===== src/rtl/pba_defines.svh =====
// Constants of the transient absorption and phase adjust block.
// Included by every design module; holds definitions only.
`ifndef PBA_DEFINES_SVH
`define PBA_DEFINES_SVH
// Register offsets
`define PBA_OFF_CTRL 8'h48
`define PBA_OFF_ADJ_LO 8'h70
`define PBA_OFF_ADJ_HI 8'h71
`define PBA_OFF_SYS 8'h72
`define PBA_OFF_THR 8'h76
// Control register fields
`define PBA_CTRL_FLAG 0
`define PBA_CTRL_REQ 1
`define PBA_CTRL_EN 2
`define PBA_CTRL_FRZ 3
`define PBA_CTRL_HOLD 4
// Threshold register fields
`define PBA_THR_CODE_HI 3
`define PBA_THR_AUTO_EN 4
`define PBA_THR_AUTO_TRIG 5
`define PBA_THR_RUN 6
// Reset values
`define PBA_RST_EN 1'b1
`define PBA_RST_THR_CODE 4'h0
// Field limits
`define PBA_THR_CODE_MAX 4'hA
`define PBA_SYS_MAX 8'sh0D
`define PBA_ADJ_MAX 17'sh08235
`define PBA_BW_MAX 5'h11
`define PBA_NUM_REFS 4
// Step sizes in picoseconds
`define PBA_SYS_STEP_PS 8'h65
`define PBA_ADJ_STEP_PS 4'h6
// Times in their own units
`define PBA_CLK_NS 40
`define PBA_INTERVAL_NS 100000000
`define PBA_MOVE_NS 156
`define PBA_THR_BASE_NS 1000
`define PBA_THR_STEP_NS 250
`define PBA_LONG_INT_NS 2000
`define PBA_REPEAT_NS 100000
`define PBA_MEAS_CYC 4'h8
`endif


===== src/rtl/pba_pkg.sv =====
// Types shared by the transient absorption block.
// Assumes nothing of its surroundings.
package pba_pkg;
   // Absorption sequencer states
   typedef enum logic [1:0] {
      PBA_ST_IDLE = 2'b00,
      PBA_ST_HOLD = 2'b01,
      PBA_ST_APPLY = 2'b10
   } pba_state_e;
   // Signed phase in picoseconds
   typedef logic signed [25:0] pba_phase_t;
endpackage : pba_pkg


===== src/rtl/pba_interval_timer.sv =====
// One-shot interval counter for phase movement monitoring.
// Assumes start and clear are synchronous single-cycle levels.
`include "pba_defines.svh"
module pba_interval_timer #(
   parameter int unsigned CYCLES = `PBA_INTERVAL_NS / `PBA_CLK_NS
) (
   input wire logic i_mclk,
   input wire logic i_reset,
   input wire logic i_start,
   input wire logic i_clear,
   output logic o_running,
   output logic o_expired
);
   logic [21:0] cnt_r; // Elapsed cycles
   wire last = (cnt_r == 22'(CYCLES - 1)); // Final cycle of interval
   // ------------------------------
   // Counter
   // ------------------------------
   // Clear wins: a detection ends the window at once
   always_ff @(posedge i_mclk or posedge i_reset) begin
      if (i_reset) begin
         cnt_r <= 22'h0;
         o_running <= 1'b0;
         o_expired <= 1'b0;
      end else begin
         o_expired <= o_running && last && !i_clear;
         if (i_clear || (o_running && last)) begin
            o_running <= 1'b0;
            cnt_r <= 22'h0;
         end else if (o_running) begin
            cnt_r <= cnt_r + 22'h1;
         end else if (i_start) begin
            o_running <= 1'b1;
         end
      end
   end
   // ------------------------------
   // Checks
   // ------------------------------
   property p_rearm;
      @(posedge i_mclk) disable iff (i_reset) o_expired |-> !o_running && (cnt_r == 22'h0);
   endproperty
   a_rearm: assert property (p_rearm) else $error("interval did not re-arm");
endmodule // pba_interval_timer


===== src/rtl/pba_ref_monitor.sv =====
// Activity and quality watch for one input reference.
// Assumes activity and quality levels are synchronous to i_mclk.
`include "pba_defines.svh"
module pba_ref_monitor (
   input wire logic i_mclk,
   input wire logic i_reset,
   input wire logic i_active,
   input wire logic i_freq_bad,
   input wire logic i_quality_ok,
   output logic o_unserviceable
);
   localparam int LONG_CYC = (`PBA_LONG_INT_NS + `PBA_CLK_NS - 1) / `PBA_CLK_NS;
   localparam int REP_CYC = `PBA_REPEAT_NS / `PBA_CLK_NS;
   logic [11:0] gap_r; // Cycles without activity
   logic [11:0] since_r; // Cycles since last short gap
   logic seen_r; // One short gap already recorded
   wire long_gap = (gap_r >= 12'(LONG_CYC));
   wire short_end = i_active && (gap_r != 12'h0) && !long_gap;
   wire repeat_hit = short_end && seen_r && (since_r < 12'(REP_CYC));
   wire fail_set = long_gap || i_freq_bad || repeat_hit;
   wire fail_clr = i_quality_ok && i_active && !i_freq_bad;
   // ------------------------------
   // Gap tracking
   // ------------------------------
   // A lone short gap is tolerated; a second one close by is not
   always_ff @(posedge i_mclk or posedge i_reset) begin
      if (i_reset) begin
         gap_r <= 12'h0;
         since_r <= 12'h0;
         seen_r <= 1'b0;
      end else begin
         gap_r <= i_active ? 12'h0 : (long_gap ? gap_r : gap_r + 12'h1);
         if (short_end) begin
            seen_r <= 1'b1;
            since_r <= 12'h0;
         end else if (seen_r) begin
            since_r <= since_r + 12'h1;
            seen_r <= (since_r < 12'(REP_CYC));
         end
      end
   end
   // ------------------------------
   // Unserviceable flag
   // ------------------------------
   // Set wins over restore in the same cycle
   always_ff @(posedge i_mclk or posedge i_reset) begin
      if (i_reset) begin
         o_unserviceable <= 1'b0;
      end else if (fail_set) begin
         o_unserviceable <= 1'b1;
      end else if (fail_clr) begin
         o_unserviceable <= 1'b0;
      end
   end
endmodule // pba_ref_monitor


===== src/rtl/pba_top.sv =====
// Transient absorption and output phase adjust around the main DPLL.
// Assumes a synchronous register port and a phase error input in ps.
//
// Summary of operation
// - Loop bandwidth code limited to 18 settings
// - Lost reference switches and starts absorption
// - Trigger threshold programmable 1 to 3.5 us
// - Detection flagged; software may request absorption
// - Movement over 156 ns starts interval counter
// - Threshold inside interval auto-absorbs when enabled
// - Absorption: holdover, measure, add compensating offset
// - Output step after absorption within 5 ns
// - Enable, disable, freeze; enabled after reset
// - Freeze while enabled holds offset, ignores new events
// - Disable slews offset to zero by bandwidth
// - Enabling while locked triggers one absorption
// - Systematic offset 0.101 ns steps, +-1.313 ns
// - Output adjust 6 ps steps, -196.608 to +196.602 ns
// - Adjust acts through feedback clock phase
// - Adjust used only while absorption off
// - Long or repeated interruptions force reselection
// - Failed reference unserviceable until quality returns
// - All timing runs from system clock
`include "pba_defines.svh"
module pba_top #(
   parameter int unsigned INTERVAL_CYC = `PBA_INTERVAL_NS / `PBA_CLK_NS
) (
   input wire logic i_mclk,
   input wire logic i_reset,
   input wire logic [7:0] i_reg_addr,
   input wire logic [7:0] i_reg_wdata,
   input wire logic i_reg_wr,
   input wire logic [3:0] i_ref_active,
   input wire logic [3:0] i_ref_freq_bad,
   input wire logic [3:0] i_ref_quality_ok,
   input wire logic i_locked,
   input wire pba_pkg::pba_phase_t i_phase_err,
   input wire logic [4:0] i_bw_sel,
   output logic [7:0] o_reg_rdata,
   output logic [1:0] o_selected_ref,
   output logic [3:0] o_ref_unserviceable,
   output logic o_holdover,
   output pba_pkg::pba_phase_t o_absorb_offset,
   output pba_pkg::pba_phase_t o_fb_phase_adj,
   output logic [4:0] o_bw_code,
   output logic o_transient_flag,
   output logic o_absorb_event
);
   // ------------------------------
   // Register state
   // ------------------------------
   logic en_r; // Absorption enabled
   logic en_d_r; // Enable one cycle ago, for edge
   logic frz_r; // Absorption frozen
   logic req_r; // Software absorption request pulse
   logic [3:0] thr_code_r; // Threshold code, 250 ns steps
   logic auto_en_r; // Automatic absorption enable
   logic auto_trig_r; // Automatic trigger on transients
   logic [7:0] adj_lo_r; // Output adjust, low byte
   logic [7:0] adj_hi_r; // Output adjust, high byte
   logic signed [7:0] sys_r; // Systematic offset steps
   pba_pkg::pba_state_e state_r; // Sequencer state
   pba_pkg::pba_state_e state_nxt;
   logic [3:0] meas_cnt_r; // Holdover measurement cycles
   pba_pkg::pba_phase_t meas_r; // Captured input phase
   logic [1:0] sel_r; // Selected reference index
   logic [1:0] pick; // Best serviceable reference
   logic pick_ok; // Any serviceable reference
   logic [3:0] unserv; // Monitor outputs
   logic running; // Interval counter active

   // ------------------------------
   // Decoding
   // ------------------------------
   wire wr_ctrl = i_reg_wr && (i_reg_addr == `PBA_OFF_CTRL);
   wire wr_thr = i_reg_wr && (i_reg_addr == `PBA_OFF_THR);
   wire wr_lo = i_reg_wr && (i_reg_addr == `PBA_OFF_ADJ_LO);
   wire wr_hi = i_reg_wr && (i_reg_addr == `PBA_OFF_ADJ_HI);
   wire wr_sys = i_reg_wr && (i_reg_addr == `PBA_OFF_SYS);
   // Clamp written fields into their legal ranges
   wire [3:0] thr_code_w = (i_reg_wdata[3:0] > `PBA_THR_CODE_MAX) ?
      `PBA_THR_CODE_MAX : i_reg_wdata[3:0];
   wire signed [7:0] sys_w_raw = $signed(i_reg_wdata);
   wire signed [7:0] sys_w = (sys_w_raw > `PBA_SYS_MAX) ? `PBA_SYS_MAX :
      ((sys_w_raw < -`PBA_SYS_MAX) ? -`PBA_SYS_MAX : sys_w_raw);
   wire signed [16:0] adj_raw = 17'($signed({adj_hi_r, adj_lo_r}));
   wire signed [16:0] adj_cl = (adj_raw > `PBA_ADJ_MAX) ? `PBA_ADJ_MAX :
      ((adj_raw < -`PBA_ADJ_MAX) ? -`PBA_ADJ_MAX : adj_raw);
   wire [4:0] bw_w = (i_bw_sel > `PBA_BW_MAX) ? `PBA_BW_MAX : i_bw_sel;

   // ------------------------------
   // Phase arithmetic
   // ------------------------------
   wire pba_pkg::pba_phase_t abs_err = i_phase_err[25] ? -i_phase_err : i_phase_err;
   wire pba_pkg::pba_phase_t move_ps = 26'(`PBA_MOVE_NS * 1000);
   wire pba_pkg::pba_phase_t thr_ps = 26'(`PBA_THR_BASE_NS * 1000) +
      26'(thr_code_r) * 26'(`PBA_THR_STEP_NS * 1000);
   wire pba_pkg::pba_phase_t sys_ps = 26'(sys_r) * 26'(`PBA_SYS_STEP_PS);
   wire pba_pkg::pba_phase_t adj_ps = 26'(adj_cl) * 26'(`PBA_ADJ_STEP_PS);
   wire pba_pkg::pba_phase_t slew = 26'(o_bw_code) + 26'h1; // ps per cycle
   wire pba_pkg::pba_phase_t off_mag = o_absorb_offset[25] ? -o_absorb_offset :
      o_absorb_offset;

   // ------------------------------
   // Event sources
   // ------------------------------
   wire idle = (state_r == pba_pkg::PBA_ST_IDLE);
   wire big_move = idle && (abs_err > move_ps);
   wire detect = running && (abs_err > thr_ps);
   wire sel_lost = unserv[sel_r] && pick_ok && (pick != sel_r);
   wire en_rise = en_r && !en_d_r && i_locked;
   wire auto_go = detect && auto_en_r && auto_trig_r;
   wire ev_any = sel_lost || auto_go || req_r || en_rise;
   // Frozen or disabled absorption ignores every event
   wire absorb_go = ev_any && en_r && !frz_r && idle;
   wire absorb_off = !en_r && !auto_en_r;

   // ------------------------------
   // Reference monitors
   // ------------------------------
   // One watcher per input; all share the system clock
   genvar g;
   generate
      for (g = 0; g < `PBA_NUM_REFS; g++) begin : g_ref
         pba_ref_monitor u_mon (
            .i_mclk(i_mclk),
            .i_reset(i_reset),
            .i_active(i_ref_active[g]),
            .i_freq_bad(i_ref_freq_bad[g]),
            .i_quality_ok(i_ref_quality_ok[g]),
            .o_unserviceable(unserv[g])
         );
      end
   endgenerate

   // Lowest index is highest priority; failed inputs are skipped
   always_comb begin
      pick = 2'h0;
      pick_ok = 1'b0;
      for (int i = `PBA_NUM_REFS - 1; i >= 0; i--) begin
         if (!unserv[i]) begin
            pick = 2'(i);
            pick_ok = 1'b1;
         end
      end
   end

   // ------------------------------
   // Interval counter
   // ------------------------------
   // Detection ends the window; expiry re-arms on its own
   pba_interval_timer #(
      .CYCLES(INTERVAL_CYC)
   ) u_timer (
      .i_mclk(i_mclk),
      .i_reset(i_reset),
      .i_start(big_move),
      .i_clear(detect),
      .o_running(running),
      .o_expired() // Re-arm is handled inside the timer
   );

   // ------------------------------
   // Register writes
   // ------------------------------
   // Control and threshold fields
   always_ff @(posedge i_mclk or posedge i_reset) begin
      if (i_reset) begin
         en_r <= `PBA_RST_EN;
         en_d_r <= `PBA_RST_EN;
         frz_r <= 1'b0;
         req_r <= 1'b0;
         thr_code_r <= `PBA_RST_THR_CODE;
         auto_en_r <= 1'b0;
         auto_trig_r <= 1'b0;
      end else begin
         en_d_r <= en_r;
         req_r <= wr_ctrl && i_reg_wdata[`PBA_CTRL_REQ];
         if (wr_ctrl) begin
            en_r <= i_reg_wdata[`PBA_CTRL_EN];
            frz_r <= i_reg_wdata[`PBA_CTRL_FRZ];
         end
         if (wr_thr) begin
            thr_code_r <= thr_code_w;
            auto_en_r <= i_reg_wdata[`PBA_THR_AUTO_EN];
            auto_trig_r <= i_reg_wdata[`PBA_THR_AUTO_TRIG];
         end
      end
   end

   // Offset fields
   always_ff @(posedge i_mclk or posedge i_reset) begin
      if (i_reset) begin
         adj_lo_r <= 8'h00;
         adj_hi_r <= 8'h00;
         sys_r <= 8'sh00;
      end else begin
         if (wr_lo) adj_lo_r <= i_reg_wdata;
         if (wr_hi) adj_hi_r <= i_reg_wdata;
         if (wr_sys) sys_r <= sys_w;
      end
   end

   // Transient flag: detection wins over a write-one clear
   always_ff @(posedge i_mclk or posedge i_reset) begin
      if (i_reset) begin
         o_transient_flag <= 1'b0;
      end else if (detect) begin
         o_transient_flag <= 1'b1;
      end else if (wr_ctrl && i_reg_wdata[`PBA_CTRL_FLAG]) begin
         o_transient_flag <= 1'b0;
      end
   end

   // ------------------------------
   // Reference selection
   // ------------------------------
   // Switch only when a better candidate really exists
   always_ff @(posedge i_mclk or posedge i_reset) begin
      if (i_reset) begin
         sel_r <= 2'h0;
      end else if (sel_lost) begin
         sel_r <= pick;
      end
   end

   // ------------------------------
   // Absorption sequencer
   // ------------------------------
   always_comb begin
      state_nxt = state_r;
      case (state_r)
         pba_pkg::PBA_ST_IDLE: begin
            if (absorb_go) state_nxt = pba_pkg::PBA_ST_HOLD;
         end
         pba_pkg::PBA_ST_HOLD: begin
            if (meas_cnt_r == `PBA_MEAS_CYC - 4'h1) state_nxt = pba_pkg::PBA_ST_APPLY;
         end
         pba_pkg::PBA_ST_APPLY: begin
            state_nxt = pba_pkg::PBA_ST_IDLE;
         end
         default: begin
            state_nxt = pba_pkg::PBA_ST_IDLE;
         end
      endcase
   end

   // State, measurement and holdover output
   always_ff @(posedge i_mclk or posedge i_reset) begin
      if (i_reset) begin
         state_r <= pba_pkg::PBA_ST_IDLE;
         meas_cnt_r <= 4'h0;
         meas_r <= 26'sh0;
         o_holdover <= 1'b0;
         o_absorb_event <= 1'b0;
      end else begin
         state_r <= state_nxt;
         o_holdover <= (state_nxt == pba_pkg::PBA_ST_HOLD);
         o_absorb_event <= absorb_go;
         meas_cnt_r <= (state_r == pba_pkg::PBA_ST_HOLD) ? meas_cnt_r + 4'h1 : 4'h0;
         // Last holdover sample is taken as the input step
         if (state_r == pba_pkg::PBA_ST_HOLD) meas_r <= i_phase_err;
      end
   end

   // ------------------------------
   // Accumulated absorption offset
   // ------------------------------
   // Jump on apply keeps the output step small; disable slews back
   always_ff @(posedge i_mclk or posedge i_reset) begin
      if (i_reset) begin
         o_absorb_offset <= 26'sh0;
      end else if (state_r == pba_pkg::PBA_ST_APPLY) begin
         o_absorb_offset <= o_absorb_offset + meas_r + sys_ps;
      end else if (!en_r && idle) begin
         if (off_mag <= slew) begin
            o_absorb_offset <= 26'sh0;
         end else if (o_absorb_offset[25]) begin
            o_absorb_offset <= o_absorb_offset + slew;
         end else begin
            o_absorb_offset <= o_absorb_offset - slew;
         end
      end
   end

   // ------------------------------
   // Feedback adjust and status
   // ------------------------------
   // The DPLL follows the feedback shift at its own bandwidth
   always_ff @(posedge i_mclk or posedge i_reset) begin
      if (i_reset) begin
         o_fb_phase_adj <= 26'sh0;
         o_bw_code <= 5'h00;
         o_selected_ref <= 2'h0;
         o_ref_unserviceable <= 4'h0;
      end else begin
         o_fb_phase_adj <= absorb_off ? adj_ps : 26'sh0;
         o_bw_code <= bw_w;
         o_selected_ref <= sel_r;
         o_ref_unserviceable <= unserv;
      end
   end

   // ------------------------------
   // Register read
   // ------------------------------
   // One cycle of latency; unmapped offsets read zero
   wire [7:0] rd_ctrl = {3'h0, o_holdover, frz_r, en_r, 1'b0, o_transient_flag};
   wire [7:0] rd_thr = {1'b0, running, auto_trig_r, auto_en_r, thr_code_r};
   wire [7:0] rd_mux = (i_reg_addr == `PBA_OFF_CTRL) ? rd_ctrl :
      (i_reg_addr == `PBA_OFF_THR) ? rd_thr :
      (i_reg_addr == `PBA_OFF_ADJ_LO) ? adj_lo_r :
      (i_reg_addr == `PBA_OFF_ADJ_HI) ? adj_hi_r :
      (i_reg_addr == `PBA_OFF_SYS) ? sys_r : 8'h00;
   always_ff @(posedge i_mclk or posedge i_reset) begin
      if (i_reset) o_reg_rdata <= 8'h00;
      else o_reg_rdata <= rd_mux;
   end

   // ------------------------------
   // Checks
   // ------------------------------
   property p_bw_range;
      @(posedge i_mclk) disable iff (i_reset) o_bw_code <= 5'h11;
   endproperty
   a_bw_range: assert property (p_bw_range) else $error("bandwidth code out of range");
   property p_switch_absorb;
      @(posedge i_mclk) disable iff (i_reset)
         sel_lost && en_r && !frz_r && idle |=> o_holdover && (sel_r == $past(pick));
   endproperty
   a_switch_absorb: assert property (p_switch_absorb) else $error("switch missed");
   property p_thr_range;
      @(posedge i_mclk) disable iff (i_reset)
         (thr_ps >= 26'sh00F4240) && (thr_ps <= 26'sh03567E0);
   endproperty
   a_thr_range: assert property (p_thr_range) else $error("threshold out of range");
   property p_flag_set;
      @(posedge i_mclk) disable iff (i_reset) detect |=> o_transient_flag;
   endproperty
   a_flag_set: assert property (p_flag_set) else $error("transient not flagged");
   property p_timer_start;
      @(posedge i_mclk) disable iff (i_reset) big_move && !running |=> running;
   endproperty
   a_timer_start: assert property (p_timer_start) else $error("interval not started");
   property p_auto_absorb;
      @(posedge i_mclk) disable iff (i_reset)
         auto_go && en_r && !frz_r && idle |=> o_holdover ##8 !o_holdover;
   endproperty
   a_auto_absorb: assert property (p_auto_absorb) else $error("auto absorb missed");
   property p_hold_len;
      @(posedge i_mclk) disable iff (i_reset)
         $rose(o_holdover) |-> o_holdover [*8] ##1 (state_r == pba_pkg::PBA_ST_APPLY);
   endproperty
   a_hold_len: assert property (p_hold_len) else $error("holdover length wrong");
   property p_apply_sum;
      @(posedge i_mclk) disable iff (i_reset)
         state_r == pba_pkg::PBA_ST_APPLY |=>
            o_absorb_offset == $past(o_absorb_offset) + $past(meas_r) + $past(sys_ps);
   endproperty
   a_apply_sum: assert property (p_apply_sum) else $error("offset not applied");
   property p_frozen;
      @(posedge i_mclk) disable iff (i_reset)
         frz_r && en_r && idle |=> $stable(o_absorb_offset) && !o_holdover;
   endproperty
   a_frozen: assert property (p_frozen) else $error("frozen offset moved");
   property p_adj_gate;
      @(posedge i_mclk) disable iff (i_reset) !absorb_off |=> o_fb_phase_adj == 26'sh0;
   endproperty
   a_adj_gate: assert property (p_adj_gate) else $error("adjust used while absorbing");
endmodule // pba_top


===== config.mk =====
export PLATFORM = sky130hd
export DESIGN_NAME = pba_top
export DESIGN_NICKNAME = d
export VERILOG_FILES = /design/src/rtl/pba_pkg.sv /design/src/rtl/pba_interval_timer.sv /design/src/rtl/pba_ref_monitor.sv /design/src/rtl/pba_top.sv
export VERILOG_INCLUDE_DIRS = /design/src /design/src/rtl
export SDC_FILE = /design/constraint.sdc
export NUM_CORES = 1
export LEC_CHECK = 0
export CAP_MARGIN = 15
export CORE_MARGIN = 5
export CORE_UTILIZATION = 65
export CTS_CLUSTER_DIAMETER = 30
export DETAILED_ROUTE_END_ITERATION = 7
export DONT_BUFFER_PORTS = 1
export GPL_TIMING_DRIVEN = 0
export PLACE_DENSITY = 0.82
export RECOVER_POWER = 50
export SYNTH_ARGS = -nofsm -noshare
export SYNTH_HDL_FRONTEND = slang
export SYNTH_HIERARCHICAL = 1
export SYNTH_SLANG_ARGS = --single-unit

===== constraint.sdc =====
create_clock -name i_mclk -period 9.3 [get_ports i_mclk]
set_input_delay 1.86 -clock i_mclk [delete_from_list [all_inputs] [get_ports i_mclk]]
set_output_delay 1.86 -clock i_mclk [all_outputs]
set_load 0.1 [all_outputs]

==> results.tsv <==
metric	value	unit
Net Switching	4.75	mW
worst r2r src	o_absorb_offset[10]	
placed insts	2529	
# IOs	137	
total CTS buffers	57	
Internal	5.24	mW
number of DRC markers in iteration 0	1226	
DP HPWL	36700	µm
Clock Path Buffers	3	
Worst Path Required	9.73	ns
critical-path cell list	or4_4, or4_1, buf_2, or4_4, buf_6, or4b_4, buf_6, o41ai_1, xnor2_1, ha_1, nand4_1, nor4_1, nand2_1, o21ai_0, a21oi_1, o211a_1, a41o_1, o21bai_1	
Clock Latency Late Sink	0.60	ns
share of layout cells above drive strength 1	9.59	%
Post-CTS Resized	0	
failing checks	capacitance limit, slew limit	
Reg2Reg Depth	15	
H-tree depth	2	
Die Ht	186	µm
Rows	64	
Largest delay share family, worst path	simple AND/OR/NAND/NOR gates	
Area Overhead vs Synth	13.6	%
GPL Wtd Cong	0.947	
hold wc startpoint	meas_cnt_r[0]	
final net count	2533	
Post-CTS Setup Bufs	0	
effective utilization at floorplan	65.7	%
Total Routed Length	50100	µm
Worst path slowest cell	or4_4	
FMAX	160	MHz
Clk network pwr share	20.2	%
Die W	186	µm
R2R Path End	o_absorb_offset[25]	
worst vdd ir	0.509	mV
status	finished with violations	
Port Buffers	0	
vias in the first global route	16922	
Root Driver	clkbuf_16	
CP Launch Point	i_phase_err[2]	
total congestion overflow	0	
slew at the pin closest to its max-slew limit	2.64	ns
Final Non-Filler Cells	2641	
Hold Fails Final Rpt	0	
setup TNS	0	ns
Buffers & Inverters on Critical Path	3	
Setup Viol. Count Final	0	
Die ar.	34500	µm²
DRC Markers	0	
Worst-path clk slew	0.05	ns
RSZ-0062 raised after global routing	false	
cts hold-fix bufs	0	
Final Cycle Share	67.3	%
Syn. warnings	6	
initial antenna violation count	5	
cell leakage power	10.6	nW
Tmin final	6.26	ns
R2R setup slack	3.16	ns
syn avg cell area	9.43	µm²
WL/cell	19.0	µm
syn nets	2462	
kind of critical path	in -> reg	
Max transition margin	-76.8	%
largest net degree at the start of global routing	85	
Startpoint Class	input pin	
clock skew	0.0299	ns
first-pass GRT wire length	82400	µm
CTS tree	built	
pwr dens	439	nW/µm²
CP arrival	6.68	ns
drt pass-1 iters	6	
Post-Synthesis Cells	2126	
Via density	6.19	
CP max FO	8	
Crit. End Element	flip-flop	
Worst Hold Class	reg -> reg	
Total GRT Usage	29.2	%
Switching Share	47.5	%
WHS Path Cells	1	
clock sinks	262	
Combinational Power Share	59.7	%
register share of total power	20.1	%
post-route ant nets	0	
MaxCap Viol Count	1	
core area	30500	µm²
routed vias	16349	
number of fill cells	2074	
CP peak stage delay	0.57	ns
mapped cell area	20100	µm²
Worst Hold Path EP	meas_cnt_r[0]	
fin. max-slew vios	52	
power by group through the flow:
stage               Sequential [mW]  Combinational, mW  Clock (mW)
detailed placement             2.05               5.81           0
floorplan                      1.99               4.51           0
CTS                            2.04               5.88        2.05
global route                   2.03               6.67        2.11
finish                         2.01               5.96        2.02
global placement               2.12               5.39           0
per-stage QoR:
step / utilization, % / power (mW) / instance area, µm² / hold WS [ns] / setup slack (ns)
floorplan: - / 6.50 / 20100 / 0.385 / 3.15
detailed placement: 68.0 / 7.86 / 20700 / 0.440 / 2.57
CTS: 74.4 / 9.97 / 22700 / 0.437 / 2.72
finish: 74.6 / 9.99 / 22800 / 0.460 / 3.04
global placement: 67.3 / 7.51 / 20500 / 0.434 / 2.38
global route: 74.6 / 10.8 / 22800 / 0.494 / 2.93
flip-flops by register name, summed over array words and instances, names as in the netlist, 2 cells and up:
register	flops
adj_hi_r	8
sys_r	8
o_selected_ref	2
meas_cnt_r	4
g_ref.u_mon/since_r	48
o_bw_code	5
sel_r	2
adj_lo_r	8
o_fb_phase_adj	19
g_ref.u_mon/seen_r	4
o_reg_rdata	8
state_r	2
g_ref.u_mon/o_unserviceable	4
g_ref.u_mon/gap_r	48
meas_r	26
o_ref_unserviceable	4
thr_code_r	4
o_absorb_offset	26
u_timer/cnt_r	22
worst max path at each step:
stage | cells past startpoint | slack, ns | to
5_1_grt | 17 | 2.93 | o_absorb_offset[24]
4_1_cts | 16 | 2.72 | o_absorb_offset[25]
3_5_place_dp | 18 | 2.57 | o_holdover
3_3_place_gp | 1 | 2.38 | o_fb_phase_adj[11]
2_1_floorplan | 18 | 3.15 | o_holdover
6_report | 18 | 3.04 | state_r[0]
per-layer routing:
metal  wire (µm)  share of wire (%)  track usage, %  up-vias
met3        4390                8.8            7.86      139
li1            -                  -               -     7640
met5          47              0.094               0        -
met4        1610                3.2            10.3        6
met2       24400                 49            49.3      608
met1       19600                 39            36.6     7956
worst reg2reg max path, stage by stage, from the launching register on:
cell       delay (ns)
dfrtp_1          1.17
ha_1             0.41
ha_1             0.32
fa_1             0.47
fa_1             0.59
fa_1             0.42
ha_1             0.38
a21o_1           0.21
a31oi_1          0.27
a2bb2oi_1        0.37
a31oi_1          0.24
a211oi_1         0.36
a21oi_1          0.13
xnor2_1          0.32
o22ai_1          0.13
a211o_1          0.23
cell type report:
class	instances	area (µm²)	area share, %
inverter	177	666	2.92
clock inverter	37	444	1.95
multi-input combinational	1599	12400	54.5
timing repair buffer	12	294	1.29
clock buffer	68	1520	6.67
antenna	2	5.00	0.0220
sequential	262	6560	28.8
buffer	88	389	1.71
tap	396	495	2.18
cell usage in the layout, fill, tap and decap left out, types with 49 or more instances in the layout:
cell type  instances
clkbuf_1          70
dfrtp_1          260
ha_1             209
nor2_1           221
xor2_1            50
clkbuf_16         57
a21oi_1           96
xnor2_1          124
o21ai_0           75
nand3_1           55
nor3_1            49
fa_1              64
inv_1            176
nor2b_1           51
nand2_1          119
Power figures use the tool's default switching activity.
